## config.mk

```make
export PLATFORM = sky130hd
export DESIGN_NAME = timer_compare_core
export DESIGN_NICKNAME = d
export VERILOG_FILES = /design/src/timer_compare_core.v
export VERILOG_INCLUDE_DIRS = /design/src
export SDC_FILE = /design/constraint.sdc
export NUM_CORES = 1
export LEC_CHECK = 0
export BUFFER_PORTS_ARGS = -buffer_cell sky130_fd_sc_hd__buf_4
export CORE_MARGIN = 3
export CORE_UTILIZATION = 35
export CTS_BUF_LIST = sky130_fd_sc_hd__clkbuf_4 sky130_fd_sc_hd__clkbuf_8 sky130_fd_sc_hd__clkbuf_16
export DETAILED_ROUTE_END_ITERATION = 10
export PLACE_DENSITY = 0.51
export SETUP_SLACK_MARGIN = 0.4
export SYNTH_ARGS = -nofsm -noshare
export SYNTH_HDL_FRONTEND = slang
export SYNTH_SLANG_ARGS = --single-unit
export TNS_END_PERCENT = 100
```

## constraint.sdc

```tcl
create_clock -name aclk -period 8 [get_ports aclk]
set_input_delay 1.6 -clock aclk [delete_from_list [all_inputs] [get_ports aclk]]
set_output_delay 1.6 -clock aclk [all_outputs]
set_load 0.1 [all_outputs]
```

## src/timer_compare_core_map.vh

```
`ifndef TIMER_COMPARE_CORE_MAP_VH
`define TIMER_COMPARE_CORE_MAP_VH

// Register byte offsets
`define OFS_T0_CTRL     8'h00
`define OFS_T0_COUNT    8'h04
`define OFS_T0_CMP_A    8'h08
`define OFS_T0_CMP_B    8'h0c
`define OFS_C16_HIGH    8'h10
`define OFS_C16_LOW     8'h14
`define OFS_T1_CTRL     8'h18
`define OFS_T1_COUNT    8'h1c
`define OFS_IRQ_STATUS  8'h20
`define OFS_IRQ_CLEAR   8'h24
`define OFS_IRQ_ENABLE  8'h28

// Field positions
`define CLK_SEL_LSB     0
`define CLK_SEL_MSB     2
`define T1_MODE_LSB     0
`define T1_MODE_MSB     3
`define T1_SEL_LSB      4
`define T1_SEL_MSB      6
`define ST_MATCH_A      0
`define ST_MATCH_B      1
`define ST_OVF0         2
`define ST_MATCH16      3
`define ST_WIDTH        4

// Clock select codes
`define SEL_STOP        3'h0
`define SEL_DIV1        3'h1
`define SEL_DIV8        3'h2
`define SEL_DIV64       3'h3
`define SEL_DIV256      3'h4
`define SEL_DIV1024     3'h5
`define SEL_EXT_FALL    3'h6
`define SEL_EXT_RISE    3'h7

// Timer1 waveform modes of note
`define MODE_NORMAL     4'h0
`define MODE_CTC_CMP    4'h4
`define MODE_CTC_CAP    4'hc

// Fixed TOP values, reset values and response codes
`define TOP_8BIT        16'h00ff
`define TOP_9BIT        16'h01ff
`define TOP_10BIT       16'h03ff
`define TOP_MAX         16'hffff
`define RST_BYTE        8'h00
`define RST_WORD        16'h0000
`define RESP_OKAY       2'b00
`define RESP_SLVERR     2'b10

`endif

```

## src/timer_compare_core.v

```verilog
// Implementation choices: the address map and the AXI4-Lite register port.
`timescale 1ns/1ns
`include "timer_compare_core_map.vh"

// How it works
// - Select zero stops; codes one to five prescaled I/O clock
// - Codes six, seven count external pin edges on Timer0; Timer1 stops
// - Pin edges count even when pin drives
// - Counter register fully readable and writable
// - Timer0 counter write blocks next compare match
// - Both compare bytes checked every timer tick
// - Word compare double buffered in PWM modes
// - Normal and clear-on-match modes write directly
// - Buffer moves to compare at TOP/BOTTOM
// - CPU reaches buffer when buffering is active
// - Compare word changes on direct write or refresh
// - Word reads bypass the high-byte latch
// - High byte written first, only into latch
// - Low write loads both bytes same cycle
module timer_compare_core (
  input  wire        aclk,
  input  wire        aresetn,
  input  wire [7:0]  s_axi_awaddr,
  input  wire        s_axi_awvalid,
  output wire        s_axi_awready,
  input  wire [31:0] s_axi_wdata,
  input  wire [3:0]  s_axi_wstrb,
  input  wire        s_axi_wvalid,
  output wire        s_axi_wready,
  output reg  [1:0]  s_axi_bresp,
  output reg         s_axi_bvalid,
  input  wire        s_axi_bready,
  input  wire [7:0]  s_axi_araddr,
  input  wire        s_axi_arvalid,
  output wire        s_axi_arready,
  output reg  [31:0] s_axi_rdata,
  output reg  [1:0]  s_axi_rresp,
  output reg         s_axi_rvalid,
  input  wire        s_axi_rready,
  input  wire        ext_count_pin,
  output reg         wave_out_a,
  output reg         wave_out_b,
  output reg         wave_out_16,
  output wire        irq
);

  // Write channel holding
  reg        aw_full_reg;
  reg [7:0]  aw_addr_reg;
  reg        w_full_reg;
  reg [31:0] w_data_reg;
  reg        w_lane0_reg;

  // Timer0 state
  reg [2:0]  clk_sel_reg;
  reg [7:0]  counter8_value;
  reg [7:0]  compare8_a;
  reg [7:0]  compare8_b;
  reg        block_match_reg;

  // Timer1 state
  reg [3:0]  t1_mode_reg;
  reg [2:0]  t1_sel_reg;
  reg [15:0] counter16_value;
  reg        count_up_reg;
  reg [15:0] compare16_word;
  reg [15:0] compare16_buf_reg;
  reg [7:0]  high_latch_reg;

  // Shared prescaler, pin sync and interrupt state
  reg [9:0]  pre_reg;
  reg        pin_sync1_reg;
  reg        pin_sync2_reg;
  reg        pin_prev_reg;
  reg [`ST_WIDTH-1:0] status_reg;
  reg [`ST_WIDTH-1:0] enable_reg;

  wire do_write = aw_full_reg & w_full_reg & ~s_axi_bvalid;
  wire wr_en    = do_write & w_lane0_reg;
  wire [7:0] wbyte = w_data_reg[7:0];

  assign s_axi_awready = ~aw_full_reg & ~s_axi_bvalid;
  assign s_axi_wready  = ~w_full_reg & ~s_axi_bvalid;
  assign s_axi_arready = ~s_axi_rvalid;

  wire wr_ctrl0  = wr_en & (aw_addr_reg == `OFS_T0_CTRL);
  wire wr_cnt0   = wr_en & (aw_addr_reg == `OFS_T0_COUNT);
  wire wr_cmpa   = wr_en & (aw_addr_reg == `OFS_T0_CMP_A);
  wire wr_cmpb   = wr_en & (aw_addr_reg == `OFS_T0_CMP_B);
  wire wr_high   = wr_en & (aw_addr_reg == `OFS_C16_HIGH);
  wire wr_low    = wr_en & (aw_addr_reg == `OFS_C16_LOW);
  wire wr_ctrl1  = wr_en & (aw_addr_reg == `OFS_T1_CTRL);
  wire wr_cnt1   = wr_en & (aw_addr_reg == `OFS_T1_COUNT);
  wire wr_clear  = wr_en & (aw_addr_reg == `OFS_IRQ_CLEAR);
  wire wr_enable = wr_en & (aw_addr_reg == `OFS_IRQ_ENABLE);

  // Pin edges, taken from the second sync stage onward
  wire pin_fall = pin_prev_reg & ~pin_sync2_reg;
  wire pin_rise = ~pin_prev_reg & pin_sync2_reg;

  // Prescaler taps, shared by both timers
  function sel_tick;
    input [2:0] sel;
    input [9:0] pre;
    input       fall;
    input       rise;
    begin
      case (sel)
        `SEL_DIV1:     sel_tick = 1'b1;
        `SEL_DIV8:     sel_tick = &pre[2:0];
        `SEL_DIV64:    sel_tick = &pre[5:0];
        `SEL_DIV256:   sel_tick = &pre[7:0];
        `SEL_DIV1024:  sel_tick = &pre[9:0];
        `SEL_EXT_FALL: sel_tick = fall;
        `SEL_EXT_RISE: sel_tick = rise;
        default:       sel_tick = 1'b0;
      endcase
    end
  endfunction

  wire tick0 = sel_tick(clk_sel_reg, pre_reg, pin_fall, pin_rise);
  // Timer1 has no external source here; codes 6 and 7 stop it
  wire tick1 = sel_tick(t1_sel_reg, pre_reg, 1'b0, 1'b0);

  // Timer0 compare
  // suppress after write
  wire match_a = tick0 & ~block_match_reg &
                 (counter8_value == compare8_a);
  wire match_b = tick0 & ~block_match_reg &
                 (counter8_value == compare8_b);
  wire ovf0    = tick0 & (counter8_value == 8'hff);

  // Timer1 mode decode
  wire mode_direct = (t1_mode_reg == `MODE_NORMAL) |
                     (t1_mode_reg == `MODE_CTC_CMP) |
                     (t1_mode_reg == `MODE_CTC_CAP);
  wire dbuf_on = ~mode_direct;
  wire mode_updown = (t1_mode_reg == 4'h1) | (t1_mode_reg == 4'h2) |
                     (t1_mode_reg == 4'h3) | (t1_mode_reg == 4'h8) |
                     (t1_mode_reg == 4'h9) | (t1_mode_reg == 4'ha) |
                     (t1_mode_reg == 4'hb);
  // Phase and frequency correct modes refresh at BOTTOM
  wire upd_at_bottom = ~mode_updown | (t1_mode_reg == 4'h8) |
                       (t1_mode_reg == 4'h9);

  reg [15:0] top16;
  always @* begin
    case (t1_mode_reg)
      4'h1, 4'h5: top16 = `TOP_8BIT;
      4'h2, 4'h6: top16 = `TOP_9BIT;
      4'h3, 4'h7: top16 = `TOP_10BIT;
      `MODE_CTC_CMP: top16 = compare16_word;
      default:    top16 = `TOP_MAX;
    endcase
  end

  wire at_top  = counter16_value == top16;
  wire at_bot  = counter16_value == `RST_WORD;
  wire refresh = tick1 & dbuf_on &
                 (upd_at_bottom ? at_bot : at_top);
  wire match16 = tick1 & (counter16_value == compare16_word);

  wire [`ST_WIDTH-1:0] st_set;
  assign st_set[`ST_MATCH_A] = match_a;
  assign st_set[`ST_MATCH_B] = match_b;
  assign st_set[`ST_OVF0]    = ovf0;
  assign st_set[`ST_MATCH16] = match16;

  assign irq = |(status_reg & enable_reg);

  // AXI write path; address and data may come in either order
  always @(posedge aclk) begin
    if (!aresetn) begin
      aw_full_reg  <= 1'b0;
      aw_addr_reg  <= 8'h00;
      w_full_reg   <= 1'b0;
      w_data_reg   <= 32'h0000_0000;
      w_lane0_reg  <= 1'b0;
      s_axi_bvalid <= 1'b0;
      s_axi_bresp  <= `RESP_OKAY;
    end else begin
      if (s_axi_awvalid && s_axi_awready) begin
        aw_full_reg <= 1'b1;
        aw_addr_reg <= s_axi_awaddr;
      end
      if (s_axi_wvalid && s_axi_wready) begin
        w_full_reg  <= 1'b1;
        w_data_reg  <= s_axi_wdata;
        w_lane0_reg <= s_axi_wstrb[0];
      end
      if (do_write) begin
        aw_full_reg  <= 1'b0;
        w_full_reg   <= 1'b0;
        s_axi_bvalid <= 1'b1;
        s_axi_bresp <= (aw_addr_reg[1:0] != 2'b00 ||
                        aw_addr_reg > `OFS_IRQ_ENABLE) ? `RESP_SLVERR
                                                       : `RESP_OKAY;
      end else if (s_axi_bvalid && s_axi_bready) begin
        s_axi_bvalid <= 1'b0;
      end
    end
  end

  // AXI read path; data registered one cycle after the address
  reg [31:0] rd_mux;
  reg        rd_hit;
  always @* begin
    rd_mux = 32'h0000_0000;
    rd_hit = 1'b1;
    if (s_axi_araddr == `OFS_T0_CTRL) begin
      rd_mux[`CLK_SEL_MSB:`CLK_SEL_LSB] = clk_sel_reg;
    end else if (s_axi_araddr == `OFS_T0_COUNT) begin
      rd_mux[7:0] = counter8_value;
    end else if (s_axi_araddr == `OFS_T0_CMP_A) begin
      rd_mux[7:0] = compare8_a;
    end else if (s_axi_araddr == `OFS_T0_CMP_B) begin
      rd_mux[7:0] = compare8_b;
    end else if (s_axi_araddr == `OFS_C16_HIGH) begin
      rd_mux[7:0] = dbuf_on ? compare16_buf_reg[15:8]
                            : compare16_word[15:8];
    end else if (s_axi_araddr == `OFS_C16_LOW) begin
      rd_mux[7:0] = dbuf_on ? compare16_buf_reg[7:0]
                            : compare16_word[7:0];
    end else if (s_axi_araddr == `OFS_T1_CTRL) begin
      rd_mux[`T1_MODE_MSB:`T1_MODE_LSB] = t1_mode_reg;
      rd_mux[`T1_SEL_MSB:`T1_SEL_LSB]   = t1_sel_reg;
    end else if (s_axi_araddr == `OFS_T1_COUNT) begin
      rd_mux[15:0] = counter16_value;
    end else if (s_axi_araddr == `OFS_IRQ_STATUS) begin
      rd_mux[`ST_WIDTH-1:0] = status_reg;
    end else if (s_axi_araddr == `OFS_IRQ_CLEAR) begin
      rd_mux = 32'h0000_0000;
    end else if (s_axi_araddr == `OFS_IRQ_ENABLE) begin
      rd_mux[`ST_WIDTH-1:0] = enable_reg;
    end else begin
      rd_hit = 1'b0;
    end
  end

  always @(posedge aclk) begin
    if (!aresetn) begin
      s_axi_rvalid <= 1'b0;
      s_axi_rdata  <= 32'h0000_0000;
      s_axi_rresp  <= `RESP_OKAY;
    end else if (s_axi_arvalid && s_axi_arready) begin
      s_axi_rvalid <= 1'b1;
      s_axi_rdata  <= rd_mux;
      s_axi_rresp  <= rd_hit ? `RESP_OKAY : `RESP_SLVERR;
    end else if (s_axi_rvalid && s_axi_rready) begin
      s_axi_rvalid <= 1'b0;
    end
  end

  // Prescaler and external pin synchroniser
  always @(posedge aclk) begin
    if (!aresetn) begin
      pre_reg       <= 10'h000;
      pin_sync1_reg <= 1'b0;
      pin_sync2_reg <= 1'b0;
      pin_prev_reg  <= 1'b0;
    end else begin
      pre_reg       <= pre_reg + 10'h001;
      pin_sync1_reg <= ext_count_pin;
      pin_sync2_reg <= pin_sync1_reg;
      pin_prev_reg  <= pin_sync2_reg;
    end
  end

  // Timer0 counter and compare registers
  always @(posedge aclk) begin
    if (!aresetn) begin
      clk_sel_reg     <= `SEL_STOP;
      counter8_value  <= `RST_BYTE;
      compare8_a      <= `RST_BYTE;
      compare8_b      <= `RST_BYTE;
      block_match_reg <= 1'b0;
      wave_out_a      <= 1'b0;
      wave_out_b      <= 1'b0;
    end else begin
      if (wr_ctrl0) begin
        clk_sel_reg <= wbyte[`CLK_SEL_MSB:`CLK_SEL_LSB];
      end
      if (wr_cmpa) begin
        compare8_a <= wbyte;
      end
      if (wr_cmpb) begin
        compare8_b <= wbyte;
      end
      // A write beats a tick landing in the same cycle
      if (wr_cnt0) begin
        counter8_value  <= wbyte;
        block_match_reg <= 1'b1;
      end else if (tick0) begin
        counter8_value  <= counter8_value + 8'h01;
        block_match_reg <= 1'b0;
      end
      if (match_a) begin
        wave_out_a <= ~wave_out_a;
      end
      if (match_b) begin
        wave_out_b <= ~wave_out_b;
      end
    end
  end

  // Timer1 counter and compare word
  always @(posedge aclk) begin
    if (!aresetn) begin
      t1_mode_reg       <= `MODE_NORMAL;
      t1_sel_reg        <= `SEL_STOP;
      counter16_value   <= `RST_WORD;
      count_up_reg      <= 1'b1;
      compare16_word    <= `RST_WORD;
      compare16_buf_reg <= `RST_WORD;
      high_latch_reg    <= `RST_BYTE;
      wave_out_16       <= 1'b0;
    end else begin
      if (wr_ctrl1) begin
        t1_mode_reg <= wbyte[`T1_MODE_MSB:`T1_MODE_LSB];
        t1_sel_reg  <= wbyte[`T1_SEL_MSB:`T1_SEL_LSB];
      end
      if (wr_high) begin
        high_latch_reg <= wbyte;
      end
      if (wr_low && dbuf_on) begin
        compare16_buf_reg <= {high_latch_reg, wbyte};
      end
      if (wr_low && !dbuf_on) begin
        compare16_word <= {high_latch_reg, wbyte};
      end else if (refresh) begin
        compare16_word <= compare16_buf_reg;
      end
      // Counter low write completes a latched 16-bit value too
      if (wr_cnt1) begin
        counter16_value <= {high_latch_reg, wbyte};
      end else if (tick1) begin
        if (!mode_updown) begin
          counter16_value <= at_top ? `RST_WORD
                                    : counter16_value + 16'h0001;
        end else if (count_up_reg) begin
          if (at_top) begin
            count_up_reg    <= 1'b0;
            counter16_value <= counter16_value - 16'h0001;
          end else begin
            counter16_value <= counter16_value + 16'h0001;
          end
        end else begin
          if (at_bot) begin
            count_up_reg    <= 1'b1;
            counter16_value <= counter16_value + 16'h0001;
          end else begin
            counter16_value <= counter16_value - 16'h0001;
          end
        end
      end
      if (match16) begin
        wave_out_16 <= ~wave_out_16;
      end
    end
  end

  // Sticky status: a new event wins over a clear in the same cycle
  always @(posedge aclk) begin
    if (!aresetn) begin
      status_reg <= {`ST_WIDTH{1'b0}};
      enable_reg <= {`ST_WIDTH{1'b0}};
    end else begin
      if (wr_clear) begin
        status_reg <= (status_reg & ~wbyte[`ST_WIDTH-1:0]) | st_set;
      end else begin
        status_reg <= status_reg | st_set;
      end
      if (wr_enable) begin
        enable_reg <= wbyte[`ST_WIDTH-1:0];
      end
    end
  end

endmodule // timer_compare_core

```

==> results of run 1 <==
[cell type report]
cell class | count | share of cell area, %
Multi-Input combinational cell | 848 | 52.4
Sequential cell | 155 | 31.6
Timing Repair Buffer | 65 | 4.98
Clock buffer | 18 | 4.41
Tap cell | 324 | 4.13
Clock inverter | 14 | 1.54
Inverter | 22 | 0.868
[synth_stat cells, types with 9 or more instances]
| cell | instances | area [sq um] |
|---|---|---|
| mux2i_1 | 51 | 510 |
| inv_1 | 16 | 60.1 |
| o211ai_1 | 9 | 67.6 |
| dfxtp_1 | 155 | 3100 |
| clkbuf_1 | 56 | 210 |
| a21oi_1 | 89 | 445 |
| and3_1 | 14 | 87.6 |
| buf_2 | 11 | 55.1 |
| xnor2_1 | 45 | 394 |
| nand4_1 | 14 | 87.6 |
| o21ai_0 | 36 | 180 |
| nand3_1 | 47 | 235 |
| o221a_1 | 17 | 191 |
| xor2_1 | 20 | 175 |
| a22oi_1 | 23 | 173 |
| nor2_1 | 149 | 559 |
| nor4_1 | 10 | 62.6 |
| a211oi_1 | 10 | 75.1 |
| buf_4 | 20 | 150 |
| nor3_1 | 21 | 105 |
| buf_1 | 10 | 37.5 |
| nand2_1 | 135 | 507 |
[logic make-up after synthesis]
logic type / Yosys count / share of synthesized area [%]
AOI/OAI and AO/OA: 257 / 19.7
xor gates and xnor gates: 65 / 6.51
other: 1 / 0.0429
buffers and inverters: 123 / 6.49
muxes: 60 / 7.38
DFF: 155 / 35.5
and+or+nand+nor: 442 / 23.5
adders and majority gates: 6 / 0.858
[power by group]
| group | switching [mW] | total (mW) | leakage [nW] | internal [mW] |
|---|---|---|---|---|
| Sequential | 0.0231 | 0.806 | 1.25 | 0.783 |
| Clock | 0.371 | 0.817 | 0.288 | 0.446 |
| Combinational | 0.117 | 0.151 | 2.33 | 0.0342 |
| Total | 0.511 | 1.77 | 3.87 | 1.26 |
[worst reg2reg max path, cell delays in order (launching register included)]
cell and delay, ns:
dfxtp_1 0.72, or3b_1 0.41, a211oi_1 0.25, o21ai_0 0.16, a22oi_1 0.42, and3_1 0.68
a21oi_2 0.14, o31ai_4 0.75, o221a_1 0.33
[how the worst max path moves through the flow]
stage	slack, ns	cells after the start	from	to
after global routing	3.84	8	t1_mode_reg[2]	compare16_word[12]
after CTS	4.12	8	t1_mode_reg[2]	compare16_word[7]
after floorplan	4.26	1	s_axi_bvalid	s_axi_awready
after detailed placement	3.73	8	s_axi_araddr[5]	s_axi_rdata[1]
final	4.08	8	t1_mode_reg[2]	compare16_word[7]
after global placement	3.79	6	s_axi_araddr[5]	s_axi_rdata[12]
[per-layer routing]
metal,track usage [%],part of all wire [%],up-vias
met1,29.1,47,3733
met2,31.9,45,237
li1,-,-,3895
met4,5.84,2.1,4
met3,4.24,5.6,35
met5,0,0.098,-
[metrics by stage]
stage,power (mW),instances,util [%]
2_1_floorplan,0.938,1126,-
3_5_place_dp,0.974,1414,37.7
3_3_place_gp,0.974,1414,37.7
6_report,1.77,1446,40.1
5_1_grt,1.84,1446,40.1
4_1_cts,1.79,1446,40.1
==> summary.md, run 1 <==
| Metric | Value |
|---|---|
| Drt drc | `0` |
| Vias in the first global route | `7254` |
| Fmax | `0.255 GHz` |
| Fin. Hold Viols | `0` |
| Status | `completed` |
| Final HPWL DP | `19200 um` |
| R2R Setup Slk | `4.08 ns` |
| Diodes inserted | `0` |
| Synthesized area per cell | `7.89 sq um` |
| Pwr dens | `181 mW/mm^2` |
| Vias per cell | `5.47` |
| CTS Sinks | `155` |
| Clk_skew | `0.0178 ns` |
| Starting Density | `35.8%` |
| Launching point of the worst reg2reg path | `t1_mode_reg[2]` |
| Critical Path, Cell by Cell | `or3b_1 -> a211oi_1 -> o21ai_0 -> a22oi_1 -> and3_1 -> a21oi_2 -> o31ai_4 -> o221a_1` |
| CTS clk-pin slew, worst paths | `0.07 ns` |
| # fillers | `2547` |
| Die span in x | `164 um` |
| CP arrival | `4.29 ns` |
| Post-DP Area | `0.00922 sq mm` |
| Placer Congestion | `0.882` |
| TritonRoute pass-1 iters | `4` |
| Finished Cell Area | `0.00981 sq mm` |
| CP delay by family, top | `compound AO/OA/AOI/OAI gates` |
| Synth Instances | `1109` |
| Count of cell types in the netlist | `76` |
| Initial DRC Count | `713` |
| Yosys warning total | `0` |
| Max stage delay on crit path | `0.75 ns` |
| H-tree Lvls | `4` |
| Setup TNS | `0 ns` |
| Place WS | `3.73 ns` |
| CP Capture Type | `flop` |
| Worst path bufs/invs | `0` |
| Largest net degree at the start of global routing | `95` |
| Detailed Route WL | `27500 um` |
| Routed vias | `7904` |
| Synth-to-layout area growth | `12.1%` |
| FF-to-FF path depth | `8` |
| Die ar. | `0.0269 sq mm` |
| Worst Hold Endpoint | `pin_sync2_reg` |
| Max Slew Vio Count | `0` |
| Max clock buf depth | `2` |
| Register area share after synthesis | `35.5%` |
| Row cnt | `57` |
| # Max-Cap Violations | `0` |
| Crit path kind | `reg2reg` |
| Most frequent cells in the layout | `dfxtp_1 (155), nor2_1 (149), nand2_1 (135)` |
| Pleak | `3.87 nW` |
| HP Start | `pin_sync1_reg` |
| Register area | `0.00310 sq mm` |
| Post-synth ARST share | `0%` |
| CP max FO | `19` |
| Post-Syn Area | `0.00875 sq mm` |
| FF+latch count, synth | `155` |
| I/O pin count | `105` |
| RSZ-0062 raised after global routing | `no` |
| Rel. slew slack | `14.4%` |
| Clk Latency, worst-skew pair | `0.44 ns` |
| Area of the multi-input gates | `0.00514 sq mm` |
| Layout cell share with drive strength beyond 1 | `10.9%` |
| Number of flops mapped to enable cells by yosys | `0` |
| Min-Delay Path Class | `reg2reg` |
| TritonCTS buffer count | `17` |
| GR Overflow Total | `0` |
| Startpoint types | `flop` |
| Most used DFF post-synth | `dfxtp_1` |
| Total core area | `0.0245 sq mm` |
| Most common cell after layout, fill and taps aside | `dfxtp_1` |
| Initial antenna violation count | `2` |
| CTS tree | `done` |
| WL/cell | `19.0 um` |
| Final setup margin | `4.08 ns` |
| Post_cts resized | `0` |
| Final Critical Period | `3.92 ns` |
| PortBufs | `59` |
| Chip Height | `164 um` |
| Final period util | `49.0%` |
| Fin nets | `1175` |
| Slew at the pin with the worst max-slew slack | `1.27 ns` |
| Hold buffers post-CTS | `0` |
| Worst EP required | `8.37 ns` |
| First-pass GRT wire length | `42900 um` |
| Worst r2r dst | `compare16_word[7]` |
| Setup bufs post-CTS | `0` |
| Hold_ws | `0.438 ns` |
| Hold Path Depth | `1` |
| Antenna Nets Post-Route | `0` |
| VDD IR-drop max | `0.139 mV` |
| Clk root buf | `clkbuf_16` |
| Final count of negative-setup-slack endpoints | `0` |
| Critical-path top delay cell | `o31ai_4` |
| Global Route Usage Sum | `20.6%` |
(Power assumes the default switching activity.)
==> run 2: changes to the inputs <==
Settings changed: PLACE_DENSITY 0.51 to 0.52.
Clock period 8 ns to 3.5 ns, I/O delays scaled along.
==> summary.md, run 2 (same netlist as run 1, synthesis figures left out) <==
| Metric | Value |
|---|---|
| Status | `completed` |
| Initial DRC Count | `760` |
| Row cnt | `57` |
| FF-to-FF path depth | `8` |
| PortBufs | `59` |
| WL/cell | `19.0 um` |
| Post_cts resized | `0` |
| Fin util | `41.1%` |
| Die ar. | `0.0269 sq mm` |
| Hold buffers post-CTS | `0` |
| CP max FO | `10` |
| Detailed Route WL | `28100 um` |
| Fin nets | `1205` |
| Diodes inserted | `0` |
| Synth-to-layout area growth | `14.8%` |
| GR Overflow Total | `0` |
| Die span in x | `164 um` |
| Largest net degree at the start of global routing | `86` |
| NetSw | `1.14 mW` |
| Launching point of the worst reg2reg path | `t1_mode_reg[0]` |
| Setup bufs post-CTS | `0` |
| Hold Path Depth | `2` |
| Logic pwr share | `8.6%` |
| CTS clk-pin slew, worst paths | `0.07 ns` |
| Initial antenna violation count | `1` |
| Min-Delay Path Class | `in2reg` |
| Worst EP required | `3.82 ns` |
| Most frequent cells in the layout | `dfxtp_1 (154), nor2_1 (149), nand2_1 (135)` |
| H-tree Lvls | `4` |
| Final period util | `83.7%` |
| Clock share of power | `46.0%` |
| Max clock buf depth | `2` |
| Clk Latency, worst-skew pair | `0.43 ns` |
| Switching share of power | `28.1%` |
| Clk root buf | `clkbuf_16` |
| Rel. slew slack | `33.2%` |
| Final Critical Period | `2.93 ns` |
| CP arrival | `3.25 ns` |
| R2R Setup Slk | `0.57 ns` |
| Pleak | `4.03 nW` |
| Crit path kind | `reg2reg` |
| I/O pin count | `105` |
| Antenna Nets Post-Route | `0` |
| TritonCTS buffer count | `17` |
| Cell internal pwr | `2.92 mW` |
| CTS tree | `done` |
| Global Route Usage Sum | `21.3%` |
| Total core area | `0.0245 sq mm` |
| Layout cell share with drive strength beyond 1 | `13.4%` |
| RSZ-0062 raised after global routing | `no` |
| Vias per cell | `5.47` |
| CTS Sinks | `155` |
| Final HPWL DP | `19700 um` |
| Clk_skew | `0.0127 ns` |
| Worst Hold Endpoint | `s_axi_rvalid` |
| Fmax | `0.341 GHz` |
| Placer Congestion | `0.895` |
| Power share of the sequential group | `45.4%` |
| Routed vias | `8072` |
| VDD IR-drop max | `0.227 mV` |
| Startpoint types | `flop` |
| TritonRoute pass-1 iters | `5` |
| HP Start | `s_axi_rready` |
| Vias in the first global route | `7531` |
| Slew at the pin with the worst max-slew slack | `1.00 ns` |
| Most common cell after layout, fill and taps aside | `dfxtp_1` |
| # Max-Cap Violations | `0` |
| Drt drc | `0` |
| Max Slew Vio Count | `0` |
| CP Capture Type | `flop` |
| Pwr dens | `404 mW/mm^2` |
| Starting Density | `35.8%` |
| Final count of negative-setup-slack endpoints | `0` |
| First-pass GRT wire length | `44400 um` |
| Chip Height | `164 um` |
| Worst r2r dst | `counter16_value[10]` |
| Fin. Hold Viols | `0` |
| Setup TNS | `0 ns` |
==> run 2: worst max-delay path, stage by stage (launching register included) <==
cell and delay [ns]:
dfxtp_1 0.42, nor2_1 0.39, and3_1 0.22, o21ai_0 0.13
a22oi_1 0.45, and3_4 0.36, mux2_2 0.35, a21o_1 0.17
o311a_1 0.32
==> run 2: worst max-delay path by stage <==
| stage | from | to | slack [ns] | cells past startpoint |
|---|---|---|---|---|
| CTS | t1_mode_reg[2] | counter16_value[10] | 0.45 | 9 |
| detailed placement | t1_mode_reg[2] | counter16_value[10] | 0.46 | 9 |
| global placement | t1_mode_reg[2] | counter16_value[10] | 0.49 | 8 |
| finish | t1_mode_reg[0] | counter16_value[10] | 0.57 | 8 |
| floorplan | s_axi_bvalid | aw_addr_reg[6] | 0.57 | 4 |
| global route | t1_mode_reg[1] | counter16_value[10] | 0.45 | 8 |
==> run 2: per-layer routing <==
| layer | up-vias | global-route usage (%) | part of all wire, % |
|---|---|---|---|
| li1 | 3946 | - | - |
| met4 | 2 | 6.92 | 2.0 |
| met5 | - | 0 | 0.046 |
| met1 | 3828 | 31.3 | 48 |
| met2 | 260 | 32.1 | 44 |
| met3 | 36 | 2.85 | 5.5 |
==> run 2: area by class of cell <==
class                   count  area [sq um]
fillers                  2517         14400
multi-input cells         848          5150
flip-flops and latches    155          3100
repair buffers             95           713
clock buffers              20           460
well taps                 324           405
clock inverters            12           129
inverters                  22          85.1
==> run 2: per-stage QoR <==
step	hold slack, ns	cell area, sq um	setup slack [ns]	std cells	total power, mW
floorplan	0.412	8810	0.575	1126	2.14
global placement	0.443	9450	0.485	1444	2.23
detailed placement	0.447	9450	0.462	1444	2.23
CTS	0.437	10000	0.452	1476	4.10
global route	0.443	10000	0.446	1476	4.20
finish	0.455	10000	0.571	1476	4.06
==> run 2: power groups by stage <==
stage               combinational [mW]  clock (mW)  sequential (mW)
floorplan                        0.262           0             1.88
global placement                 0.350           0             1.88
detailed placement               0.349           0             1.88
CTS                              0.351        1.91             1.84
global route                     0.374        1.98             1.85
finish                           0.350        1.87             1.84
==> run 3: changes to the inputs <==
Settings changed: PLACE_DENSITY 0.52 to 0.51.
Clock period 3.5 ns to 2.7 ns, I/O delays scaled along.
==> summary.md, run 3 (same netlist as run 1, synthesis figures left out) <==
| Metric | Value |
|---|---|
| CTS tree | `done` |
| Pleak | `4.72 nW` |
| Global Route Usage Sum | `22.3%` |
| TritonRoute pass-1 iters | `5` |
| Placer Congestion | `0.906` |
| PortBufs | `59` |
| Critical-path top delay cell | `dfxtp_4` |
| Min-Delay Path Class | `in2reg` |
| Slew at the pin with the worst max-slew slack | `0.728 ns` |
| Chip Height | `164 um` |
| CP Capture Type | `flop` |
| Final count of negative-setup-slack endpoints | `0` |
| Largest net degree at the start of global routing | `40` |
| Worst path bufs/invs | `3` |
| Rel. slew slack | `51.4%` |
| VDD IR-drop max | `0.347 mV` |
| Row cnt | `57` |
| Fin. Hold Viols | `0` |
| Fin nets | `1317` |
| Status | `completed` |
| WL/cell | `18.9 um` |
| CP max FO | `6` |
| Starting Density | `35.8%` |
| Clk_skew | `0.0147 ns` |
| Hold_ws | `0.283 ns` |
| Clk root buf | `clkbuf_16` |
| Layout cell share with drive strength beyond 1 | `27.1%` |
| Most frequent CP cell | `buf_6` |
| Die ar. | `0.0269 sq mm` |
| Critical Path, Cell by Cell | `buf_6 -> nor4b_4 -> buf_4 -> nand2_2 -> o21a_1 -> a22oi_2 -> and3_4 -> buf_6 -> mux2_4 -> a21o_1 -> o311a_1` |
| CP delay by family, top | `compound AO/OA/AOI/OAI gates` |
| RSZ-0062 raised after global routing | `yes` |
| Synth-to-layout area growth | `31.6%` |
| Most frequent cells in the layout | `buf_4 (190), dfxtp_1 (145), nor2_1 (143)` |
| H-tree Lvls | `4` |
| Fmax | `0.390 GHz` |
| Die span in x | `164 um` |
| Drt drc | `0` |
| CTS Sinks | `155` |
| Vias per cell | `5.43` |
| Startpoint types | `flop` |
| Clk Latency, worst-skew pair | `0.44 ns` |
| Place WS | `-0.205 ns` |
| CP arrival | `2.89 ns` |
| Max stage delay on crit path | `0.37 ns` |
| Final setup margin | `0.135 ns` |
| # Max-Cap Violations | `0` |
| Antenna Nets Post-Route | `0` |
| I/O pin count | `105` |
| Diodes inserted | `0` |
| Crit path kind | `reg2reg` |
| GR Overflow Total | `0` |
| TritonCTS buffer count | `17` |
| Most common cell after layout, fill and taps aside | `buf_4` |
| Total core area | `0.0245 sq mm` |
| Pwr dens | `472 mW/mm^2` |
| Final Critical Period | `2.57 ns` |
| Final HPWL DP | `21500 um` |
| Max clock buf depth | `2` |
| Final period util | `95.0%` |
| Initial antenna violation count | `1` |
| Max Slew Vio Count | `0` |
| Routed vias | `8616` |
| Detailed Route WL | `30000 um` |
| Vias in the first global route | `8157` |
| CTS clk-pin slew, worst paths | `0.08 ns` |
| Initial DRC Count | `715` |
| Worst EP required | `3.03 ns` |
| First-pass GRT wire length | `46900 um` |
-- run 3: cell types whose count changed in the layout (fill, tap and decap cells not counted), moves of 5 or more --
cell / delta
a22oi_1: -7
a22oi_2: +7
buf_12: +6
buf_4: +95
buf_6: +10
dfxtp_1: -9
dfxtp_2: +6
nor2_1: -6
nor4_1: -5
o21ai_0: -7
o21ai_1: +5
-- run 3: routing by layer --
layer / wire [um] / vias to the layer above / part of all wire [%] / global-route usage [%]
met5: 13 / - / 0.043 / 0
met4: 350 / 2 / 1.2 / 4.50
met3: 1440 / 25 / 4.8 / 3.13
met2: 13800 / 244 / 46 / 35.9
met1: 14400 / 4165 / 48 / 31.9
li1: - / 4180 / - / -
-- run 3: power by group --
part	total, mW	internal (mW)	leakage, nW	switching [mW]
sequential	2.38	2.32	1.26	0.0683
combinational	0.489	0.125	3.16	0.364
clock	2.55	1.35	0.301	1.21
total	5.43	3.79	4.72	1.64
-- run 3: cell type report --
type	instances	area [sq um]
fill	2438	13000
multi-input combinational	849	5610
sequential	155	3120
timing repair buffer	206	1660
clock buffer	17	425
tap	324	405
clock inverter	15	199
inverter	22	88.8
-- run 3: worst paths after layout --
kind | startpoint | endpoint | slack [ns] | depth (start not counted)
setup / recovery | t1_mode_reg[1] | counter16_value[10] | 0.13 | 11
hold / removal | s_axi_rready | s_axi_rvalid | 0.28 | 2
setup reg to reg | t1_mode_reg[1] | counter16_value[10] | 0.13 | 11
hold reg to reg | pin_sync1_reg | pin_sync2_reg | 0.46 | 1
-- run 3: per-stage QoR --
step | util [%] | power [mW] | cells | TNS (ns) | instance area [sq um]
floorplan | - | 2.78 | 1126 | 0 | 8860
finish | 47.1 | 5.43 | 1588 | 0 | 11500
CTS | 45.5 | 5.46 | 1577 | 0 | 11100
detailed placement | 41.3 | 2.92 | 1521 | -3.27 | 10100
global route | 47.1 | 5.60 | 1588 | 0 | 11500
global placement | 41.3 | 2.91 | 1521 | -3.79 | 10100
-- run 3: timing repair --
| action | in CTS | in global routing |
|---|---|---|
| endpoints found under the setup margin | 41 | 67 |
| pin swaps | 22 | 28 |
| hold buffers | 0 | 0 |
| buffers inserted | 23 | 11 |
| resized for setup | 56 | 60 |
| cloned | 1 | 0 |
